**config.mk**
```make
export PLATFORM = sky130hd
export DESIGN_NAME = uart_status_rxbuf_extbit
export DESIGN_NICKNAME = d
export VERILOG_FILES = /design/src/hdl/uart_status_pkg.sv /design/src/hdl/uart_status_rxbuf_extbit.sv
export VERILOG_INCLUDE_DIRS = /design/src /design/src/hdl
export SDC_FILE = /design/constraint.sdc
export NUM_CORES = 1
export LEC_CHECK = 0
export ABC_AREA = 1
export BUFFER_PORTS_ARGS = -buffer_cell sky130_fd_sc_hd__buf_4
export CAP_MARGIN = 15
export CORE_ASPECT_RATIO = 2
export CORE_MARGIN = 5
export CORE_UTILIZATION = 45
export DETAILED_ROUTE_END_ITERATION = 8
export GPL_TIMING_DRIVEN = 0
export MAX_ROUTING_LAYER = met4
export PLACE_DENSITY = 0.78
export SLEW_MARGIN = 30
export SYNTH_ARGS = -nofsm -noshare
export SYNTH_HDL_FRONTEND = slang
export SYNTH_SLANG_ARGS = --single-unit
```
**constraint.sdc**
```tcl
create_clock -name clk -period 1.2 [get_ports clk]
set_input_delay 0.12 -clock clk [delete_from_list [all_inputs] [get_ports clk]]
set_output_delay 0.12 -clock clk [all_outputs]
set_load 0.03 [all_outputs]
```
**src/hdl/uart_status_cfg.svh**
```systemverilog
// Constants for the serial status, receive buffer and extension bit block.
// Assumes a plain register port with byte addresses as printed for the device.
`ifndef UART_STATUS_CFG_SVH
`define UART_STATUS_CFG_SVH

// ----------------------------------------
// Register addresses
// ----------------------------------------
`define ADDR_EXT0      32'hfffff0c2
`define ADDR_STS0      32'hfffff0c4
`define ADDR_BUFW0     32'hfffff0c6
`define ADDR_BUFL0     32'hfffff0c8
`define ADDR_EXT1      32'hfffff0d2
`define ADDR_STS1      32'h0ffff0d4
`define ADDR_BUFW1     32'hfffff0d6
`define ADDR_BUFL1     32'hfffff0d8

// ----------------------------------------
// Field positions and codes
// ----------------------------------------
`define EXT_EN_BIT     0
`define STS_TX_BIT     7
`define STS_PE_BIT     2
`define STS_FE_BIT     1
`define STS_OV_BIT     0
`define LOW_BYTE_MSB   7
`define CHAR7_MSB      6
`define PARITY_NONE    2'h0

// ----------------------------------------
// Reset values
// ----------------------------------------
`define EXT_RST        1'h0
`define FLAG_RST       1'h0
`define BUF_RST        9'h000
`define RDATA_RST      16'h0000

`endif

```
**src/hdl/uart_status_pkg.sv**
```systemverilog
// Types shared by the serial status and receive buffer block.
// Assumes the constants header is included by the design file.
package uart_status_pkg;

    // ----------------------------------------
    // Frame from the receive shifter
    // ----------------------------------------
    typedef struct packed {
        logic [8:0] data;
        logic       parity_err;
        logic       framing_err;
    } rx_frame_t;

    // ----------------------------------------
    // Event pulses of one channel
    // ----------------------------------------
    typedef struct packed {
        logic tx_complete_irq;
        logic rx_complete_irq;
        logic rx_error_irq;
    } irq_t;

    typedef enum logic {
        TX_IDLE = 1'b0,
        TX_BUSY = 1'b1
    } tx_state_t;

    typedef enum logic {
        CHAR_7 = 1'b0,
        CHAR_8 = 1'b1
    } char_len_t;

endpackage

```
**src/hdl/uart_status_rxbuf_extbit.sv**
```systemverilog
// Register side of a two-channel async serial unit: extension select,
// status flags and nine-bit receive buffer per channel.
// Assumes shifters, baud logic and the mode register sit outside, same clock.
//
// Chosen here: the strobed register port.
`timescale 1ns/1ps
`include "uart_status_cfg.svh"

module uart_status_rxbuf_extbit #(
    parameter int CHANNELS = 2
) (
    input  wire logic                                   clk,
    input  wire logic                                   rst_n,
    input  wire logic [31:0]                            addr,
    input  wire logic [15:0]                            wdata,
    input  wire logic                                   wr_en,
    input  wire logic                                   rd_en,
    output logic      [15:0]                            rdata,
    input  wire logic [CHANNELS-1:0][1:0]               parity_select,
    input  wire uart_status_pkg::char_len_t [CHANNELS-1:0] char_len,
    input  wire logic [CHANNELS-1:0]                    rx_enable,
    input  wire logic [CHANNELS-1:0]                    rx_busy,
    input  wire logic [CHANNELS-1:0]                    rx_done,
    input  wire uart_status_pkg::rx_frame_t [CHANNELS-1:0] rx_frame,
    input  wire logic [CHANNELS-1:0]                    tx_enable,
    input  wire logic [CHANNELS-1:0]                    tx_write,
    input  wire logic [CHANNELS-1:0]                    tx_last_bit,
    input  wire logic [CHANNELS-1:0]                    mode_write,
    output logic      [CHANNELS-1:0]                    expansion_bit_enable,
    output logic      [CHANNELS-1:0]                    tx_accept,
    output uart_status_pkg::irq_t [CHANNELS-1:0]        irq
);

    // ----------------------------------------
    // Address table
    // ----------------------------------------
    localparam logic [31:0] EXT_ADDR  [2] = '{`ADDR_EXT0,  `ADDR_EXT1};
    localparam logic [31:0] STS_ADDR  [2] = '{`ADDR_STS0,  `ADDR_STS1};
    localparam logic [31:0] BUFW_ADDR [2] = '{`ADDR_BUFW0, `ADDR_BUFW1};
    localparam logic [31:0] BUFL_ADDR [2] = '{`ADDR_BUFL0, `ADDR_BUFL1};

    // Only two address sets exist
    if (CHANNELS < 1 || CHANNELS > 2) begin : g_bad_channels
        $error("CHANNELS must be 1 or 2");
    end

    // ----------------------------------------
    // Read path
    // ----------------------------------------
    logic [15:0] rd_chain [CHANNELS+1];
    logic [15:0] rdata_d;
    logic [15:0] rdata_q;

    assign rd_chain[0] = `RDATA_RST;
    // Data stands only in the cycle after the strobe
    assign rdata_d     = rd_en ? rd_chain[CHANNELS] : `RDATA_RST;
    assign rdata       = rdata_q;

    always_ff @(posedge clk or negedge rst_n) begin
        if (!rst_n) begin
            rdata_q <= `RDATA_RST;
        end else begin
            rdata_q <= rdata_d;
        end
    end

    // ----------------------------------------
    // Channels
    // ----------------------------------------
    for (genvar i = 0; i < CHANNELS; i++) begin : g_ch

        // ----------------------------------------
        // Decode
        // ----------------------------------------
        logic        ext_hit;
        logic        sts_hit;
        logic        bufw_hit;
        logic        bufl_hit;
        logic        ext_wr;
        logic        buf_rd;

        assign ext_hit  = (addr == EXT_ADDR[i]);
        assign sts_hit  = (addr == STS_ADDR[i]);
        assign bufw_hit = (addr == BUFW_ADDR[i]);
        assign bufl_hit = (addr == BUFL_ADDR[i]);
        // Status and buffer ignore writes
        assign ext_wr   = wr_en & ext_hit;
        assign buf_rd   = rd_en & (bufw_hit | bufl_hit);

        // ----------------------------------------
        // Extension select
        // ----------------------------------------
        logic        ext_q;
        logic        ext_d;
        logic        nine_bit;
        logic        nine_q;

        assign ext_d    = ext_wr ? wdata[`EXT_EN_BIT] : ext_q;
        // Parity other than none overrides the select
        assign nine_bit = ext_q & (parity_select[i] == `PARITY_NONE);

        always_ff @(posedge clk or negedge rst_n) begin
            if (!rst_n) begin
                ext_q <= `EXT_RST;
            end else begin
                ext_q <= ext_d;
            end
        end

        // Registered copy for the outside shifters, one cycle late
        always_ff @(posedge clk or negedge rst_n) begin
            if (!rst_n) begin
                nine_q <= `EXT_RST;
            end else begin
                nine_q <= nine_bit;
            end
        end

        assign expansion_bit_enable[i] = nine_q;

        // ----------------------------------------
        // Receive transfer
        // ----------------------------------------
        logic        take;
        logic [8:0]  mask9;
        logic [8:0]  mask8;
        logic [8:0]  mask7;
        logic [8:0]  masked;
        logic [8:0]  buf_q;
        logic [8:0]  buf_d;
        logic        unread_q;
        logic        unread_d;

        assign take   = rx_done[i] & rx_enable[i];
        assign mask9  = rx_frame[i].data;
        assign mask8  = {1'b0, rx_frame[i].data[`LOW_BYTE_MSB:0]};
        assign mask7  = {2'b00, rx_frame[i].data[`CHAR7_MSB:0]};
        // Current select, not the lagging copy, so a frame matches its mode
        assign masked = nine_bit ? mask9 :
                        (char_len[i] == uart_status_pkg::CHAR_8) ? mask8 : mask7;
        // New frame always lands, even over unread data
        assign buf_d    = take ? masked : buf_q;
        // A read in the same cycle took the old frame
        assign unread_d = take | (unread_q & ~buf_rd);

        always_ff @(posedge clk or negedge rst_n) begin
            if (!rst_n) begin
                buf_q <= `BUF_RST;
            end else begin
                buf_q <= buf_d;
            end
        end

        always_ff @(posedge clk or negedge rst_n) begin
            if (!rst_n) begin
                unread_q <= `FLAG_RST;
            end else begin
                unread_q <= unread_d;
            end
        end

        // ----------------------------------------
        // Error flags
        // ----------------------------------------
        // Set wins over the clearing read, so an error never slips by
        logic        flag_clr;
        logic        pe_set;
        logic        fe_set;
        logic        ov_set;
        logic        pe_q;
        logic        fe_q;
        logic        ov_q;
        logic        pe_d;
        logic        fe_d;
        logic        ov_d;

        assign pe_set = take & rx_frame[i].parity_err;
        assign fe_set = take & rx_frame[i].framing_err;
        assign ov_set = take & unread_q & ~buf_rd;
        assign flag_clr = buf_rd;
        assign pe_d     = pe_set | (pe_q & ~flag_clr);
        assign fe_d     = fe_set | (fe_q & ~flag_clr);
        assign ov_d     = ov_set | (ov_q & ~flag_clr);

        always_ff @(posedge clk or negedge rst_n) begin
            if (!rst_n) begin
                pe_q <= `FLAG_RST;
            end else begin
                pe_q <= pe_d;
            end
        end

        always_ff @(posedge clk or negedge rst_n) begin
            if (!rst_n) begin
                fe_q <= `FLAG_RST;
            end else begin
                fe_q <= fe_d;
            end
        end

        always_ff @(posedge clk or negedge rst_n) begin
            if (!rst_n) begin
                ov_q <= `FLAG_RST;
            end else begin
                ov_q <= ov_d;
            end
        end

        // ----------------------------------------
        // Transmit state
        // ----------------------------------------
        uart_status_pkg::tx_state_t tx_q;
        uart_status_pkg::tx_state_t tx_d;
        logic        tx_busy;
        logic        tx_take;
        logic        tx_end;
        logic        tx_stop_last;
        logic        tx_stop_mode;

        assign tx_busy = (tx_q == uart_status_pkg::TX_BUSY);
        // Writes before completion are dropped
        assign tx_take = tx_write[i] & tx_enable[i] & ~tx_busy;
        assign tx_stop_last = tx_busy & tx_last_bit[i];
        // Mode rewrite aborts the frame but still reports completion
        assign tx_stop_mode = tx_busy & mode_write[i];
        assign tx_end       = tx_stop_last | tx_stop_mode;
        assign tx_accept[i] = tx_take;

        always_comb begin
            case (tx_q)
                uart_status_pkg::TX_IDLE: begin
                    tx_d = tx_take ? uart_status_pkg::TX_BUSY : uart_status_pkg::TX_IDLE;
                end
                uart_status_pkg::TX_BUSY: begin
                    tx_d = tx_end ? uart_status_pkg::TX_IDLE : uart_status_pkg::TX_BUSY;
                end
                default: begin
                    tx_d = uart_status_pkg::TX_IDLE;
                end
            endcase
        end

        always_ff @(posedge clk or negedge rst_n) begin
            if (!rst_n) begin
                tx_q <= uart_status_pkg::TX_IDLE;
            end else begin
                tx_q <= tx_d;
            end
        end

        // ----------------------------------------
        // Events, one-cycle pulses
        // ----------------------------------------
        uart_status_pkg::irq_t irq_d;
        logic        rx_mode_evt;
        logic        rx_any_err;
        logic        tx_evt_q;
        logic        rx_evt_q;
        logic        err_evt_q;

        // A rewrite in mid-reception still closes the frame for software
        assign rx_mode_evt           = mode_write[i] & rx_busy[i] & rx_enable[i];
        assign rx_any_err            = rx_frame[i].parity_err | rx_frame[i].framing_err | ov_set;
        assign irq_d.tx_complete_irq = tx_end;
        assign irq_d.rx_complete_irq = take | rx_mode_evt;
        assign irq_d.rx_error_irq    = take & rx_any_err;

        always_ff @(posedge clk or negedge rst_n) begin
            if (!rst_n) begin
                tx_evt_q <= `FLAG_RST;
            end else begin
                tx_evt_q <= irq_d.tx_complete_irq;
            end
        end

        always_ff @(posedge clk or negedge rst_n) begin
            if (!rst_n) begin
                rx_evt_q <= `FLAG_RST;
            end else begin
                rx_evt_q <= irq_d.rx_complete_irq;
            end
        end

        always_ff @(posedge clk or negedge rst_n) begin
            if (!rst_n) begin
                err_evt_q <= `FLAG_RST;
            end else begin
                err_evt_q <= irq_d.rx_error_irq;
            end
        end

        assign irq[i].tx_complete_irq = tx_evt_q;
        assign irq[i].rx_complete_irq = rx_evt_q;
        assign irq[i].rx_error_irq    = err_evt_q;

        // ----------------------------------------
        // Register views
        // ----------------------------------------
        logic [7:0]  sts_tx;
        logic [7:0]  sts_pe;
        logic [7:0]  sts_fe;
        logic [7:0]  sts_ov;
        logic [7:0]  sts_val;
        logic [15:0] sts_view;
        logic [15:0] bufw_view;
        logic [15:0] bufl_view;
        logic [15:0] ext_view;
        logic [15:0] ch_rd;

        assign sts_tx    = {7'h00, tx_busy} << `STS_TX_BIT;
        assign sts_pe    = {7'h00, pe_q} << `STS_PE_BIT;
        assign sts_fe    = {7'h00, fe_q} << `STS_FE_BIT;
        assign sts_ov    = {7'h00, ov_q} << `STS_OV_BIT;
        // Bits 6 to 3 stay zero
        assign sts_val   = sts_tx | sts_pe | sts_fe | sts_ov;
        assign sts_view  = {8'h00, sts_val};
        assign bufw_view = {7'h00, buf_q};
        assign bufl_view = {8'h00, buf_q[`LOW_BYTE_MSB:0]};
        // Spare extension bits read zero
        assign ext_view  = {15'h0000, ext_q};
        assign ch_rd     = sts_hit  ? sts_view :
                           bufw_hit ? bufw_view :
                           bufl_hit ? bufl_view :
                           ext_hit  ? ext_view : `RDATA_RST;
        assign rd_chain[i+1] = rd_chain[i] | ch_rd;
    end

endmodule

```
==> results.txt <==
----------------------------------------------------
[Logic synthesis]
  Post-synthesis instance area ... 2370 µm²
  Unique masters post-synth ... 28
  Top_reg_cell synth ... dfrtp_1
  Multiplexer share of the synthesized area ... 0
  Area fraction in compound gates after synthesis ... 0.0717
  Largest cells by area after synthesis ... dfrtp_1, nand2_1, buf_4
  Number of enable-type register cells in the synthesized netlist ... 0
  Dominant combinational cell family by area after synthesis ... simple AND/OR/NAND/NOR gates
  Synth Area in Adders ... 0
  Leading cell type by number of instances after synthesis ... nand2_1
  Portion of the post-synthesis area used by sequential elements ... 0.495
  Number of synthesis warnings ... 0
  Post-synth top area share ... 0.495
  Number of storage elements in the synthesis netlist ... 47
  Mapped Avg Cell Area ... 8.13 µm²
  Largest area contributor in the netlist ... dfrtp_1
  Leading post-synthesis cells by instance count ... nand2_1, dfrtp_1, nor2_1
  Cells after synthesis ... a little under 300
  Post-synthesis async set-or-reset flop share ... 1.00
  Area share of and/or/nand/nor cells after synthesis ... 0.330
  Fraction of synthesized cell area in xor and xnor cells ... 0

[Route]
  Iteration-0 DRC count of the detailed router ... 74
  Total via count in the routed design ... approximately 2200
  DR vias/cell ... roughly 4.8
  Final wirelength ... 6180 µm
  DRC violation count after routing ... 0
  Average wire length per cell after detail routing ... between 10 and 15 µm
  Number of antenna-violating nets in the routed design ... 0
  DRT Pass-1 Iters ... 4

[GRT]
  Largest net degree at the start of global routing ... 48
  Sum of overflow across all layers after global routing ... 0
  Via count of the first global-routing pass ... ~2200
  Antenna violations before repair ... 0
  Global-route usage over all layers ... 0.192
  Wire length of the first global-routing pass ... 9780 µm

[Worst hold path]
  Hold Startpoint ... parity_select[2]
  Class of the tightest hold or removal check ... in2reg
  Instance count along the most critical hold path ... 2
  Endpoint with the worst hold slack ... g_ch[1].nine_q

[Critical path]
  Startpoint of the worst register-to-register path ... g_ch[1].tx_busy
  Startpoint-to-endpoint class of the critical path ... reg2out
  Number of buffer and inverter stages on the critical path ... 2
  Reg2reg end ... rdata[7]
  Crit. Startpoint ... g_ch[1].tx_busy
  Max incr delay on CP ... approximately 390 ps
  FF-to-FF path depth ... 6
  Top delay family on crit path ... flip-flops
  Crit path cell chain ... nor2_1 > buf_4 > buf_4
  Library cell contributing the largest single delay on the critical path ... dfrtp_1
  Reg-to-reg setup timing slack ... 160 ps
  Endpoint type of the worst setup path ... output port
  Nature of the critical path startpoint ... flip-flop
  Data arrival time at the worst-slack endpoint ... around 1000 ps
  Maximum fanout count along the critical path ... 2
  Critical path's most frequent cell ... buf_4
  Required time worst endpoint ... 1080 ps

[Placement]
  Number of placed instances, taps included ... 453
  Routability cong. ... 0.824
  DP HPWL ... 5010 µm
  Input/output buffers ... 97

[STA]
  Number of pins with negative max-slew slack in the final report ... 0
  Period Utilization, post-route ... 0.962
  Slew of the pin with the lowest slew margin ... between 500 and 600 ps
  Max-slew headroom ... 0.602
  Final worst clock skew ... 5.53 ps
  Post-route setup TNS ... 0 ps
  Final hold viol count ... 0
  Minimum clock period after layout ... around 1200 ps
  Final setup violating endpoints ... 0
  Achievable Freq ... 866 MHz

[Layout]
  Fill count ... about 460
  NumNets Final ... 501
  Antenna diodes ... 0
  Footprint of the multi-input gates ... 982 µm²
  Area added between synthesis and finish ... 40.4%
  Utilization after layout ... 0.649
  Layout cells sized above 1 ... 0.386
  Flip-flop and latch area ... 1180 µm²
  Non-filler cells in the finished layout ... approximately 470

[Job]
  Total of max-cap violations ... 0

[Clock tree]
  CTS Sinks ... 47
  Clock latency at the later pin of the worst-skew pair ... roughly 300 ps
  Cts bufs inserted ... 5
  Clock Tree Root ... clkbuf_8
  CTS clk-pin slew, worst paths ... 80 ps
  Number of levels in the clock H-tree ... 2
  Largest buffer count on any clock path ... 2
  Clock tree from TritonCTS ... done

[Pwr]
  Internal Dissipation ... 2.61 mW
  Static Leak ... 1.82 nW
  Sequential fraction of design power ... 0.498
  Clock network power share ... 0.264
  Proportion of total power due to net switching ... 0.276
  PnR Total Power ... 3.61 mW
  Logic pwr share ... 0.238
  Worst IR Drop VDD ... 0.000860 V
  Sw power ... 0.997 mW
  Power density over the cells ... 1080 nW/µm²

[Outcome]
  Run status ... completed

[Floorplanning]
  Rows ... 37
  Die outline width ... approximately 60 µm
  Floorplan die height ... about 110 µm
  Core Box Area ... 5140 µm²
  Top-Level Pins ... 120
  Effective utilization at floorplan ... 0.462
  Die area ... 6920 µm²

----------------------------------------------------
-- worst max path at each step --
stage / to / slack [ps] / cells after the start
after floorplan: rdata[1] / 110 / 9
after global placement: rdata[1] / -150 / 10
after detailed placement: rdata[1] / -160 / 10
after CTS: tx_accept[0] / 20 / 3
after global routing: tx_accept[1] / -10 / 3
final: tx_accept[1] / 50 / 3
-- placed cells by master, fill, tap and decap left out, types with 2 or more instances in the layout --
cell type,n
dfrtp_1,47
nor2_1,26
buf_4,116
o211ai_1,2
a21oi_1,7
conb_1,7
nand3_1,19
clkbuf_8,6
clkbuf_1,3
clkinv_2,2
o21ai_0,4
nand4_1,2
nor2_4,5
inv_1,19
nor2_2,7
dlygate4sd3_1,2
o22ai_1,3
inv_2,6
nor3_1,3
nand2_2,11
nand2_1,95
a22o_1,5
o21a_1,2
-- cell families after synthesis --
family,after synthesis
AND/OR/NAND/NOR,171
AO/OA/AOI/OAI,26
flip-flops,47
buffers and inverters,47
other,1
-- stage by stage --
stage	instance area (µm²)	worst slack, ps	hold WS, ps
floorplan	2400	113	-176
global placement	3200	-148	159
detailed placement	3200	-157	160
CTS	3320	16.4	1.07
global route	3330	-13.9	9.01
finish	3330	45.3	6.25
-- power by group through the flow --
stage,combinational (mW),sequential [mW],clock [mW]
3_3_place_gp,0.745,1.84,0
2_1_floorplan,0.408,1.81,0
5_1_grt,0.940,1.81,1.03
3_5_place_dp,0.765,1.85,0
6_report,0.858,1.80,0.954
4_1_cts,0.841,1.80,0.976
-- repair_timing --
action | CTS | global route
setup buffers | 2 | 1
endpoints found under the setup margin | 2 | 3
hold buffers | 2 | 0
endpoints found under the hold margin | 48 | 0
resized for setup | 0 | 2
-- registers in the layout, indices dropped and copies added, names as in the netlist --
| signal | cells |
|---|---|
| g_ch.ext_q | 2 |
| g_ch.ov_q | 2 |
| g_ch.rx_evt_q | 2 |
| g_ch.unread_q | 2 |
| g_ch.tx_busy | 2 |
| g_ch.err_evt_q | 2 |
| g_ch.fe_q | 2 |
| g_ch.nine_q | 2 |
| g_ch.tx_evt_q | 2 |
| rdata | 9 |
| g_ch.pe_q | 2 |
| g_ch.buf_q | 18 |
-- area by class of cell --
cell class                      count  area share
Clock inverter                      1     0.00150
Sequential cell                    47       0.353
Timing Repair Buffer              102       0.232
Buffer                             20      0.0417
Inverter                           27      0.0308
Clock buffer                        6      0.0248
Tap cell                           58      0.0218
Multi-Input combinational cell    204       0.295
-- layer usage --
layer / vias up / track usage / part of all wire
met1: 1023 / 0.182 / 0.32
met2: 64 / 0.361 / 0.60
met3: 9 / 0.0285 / 0.063
met5: - / - / 0
met4: 0 / 0.0751 / 0.021
li1: 1122 / - / -
Note: power is estimated with default switching activity, not from simulation.
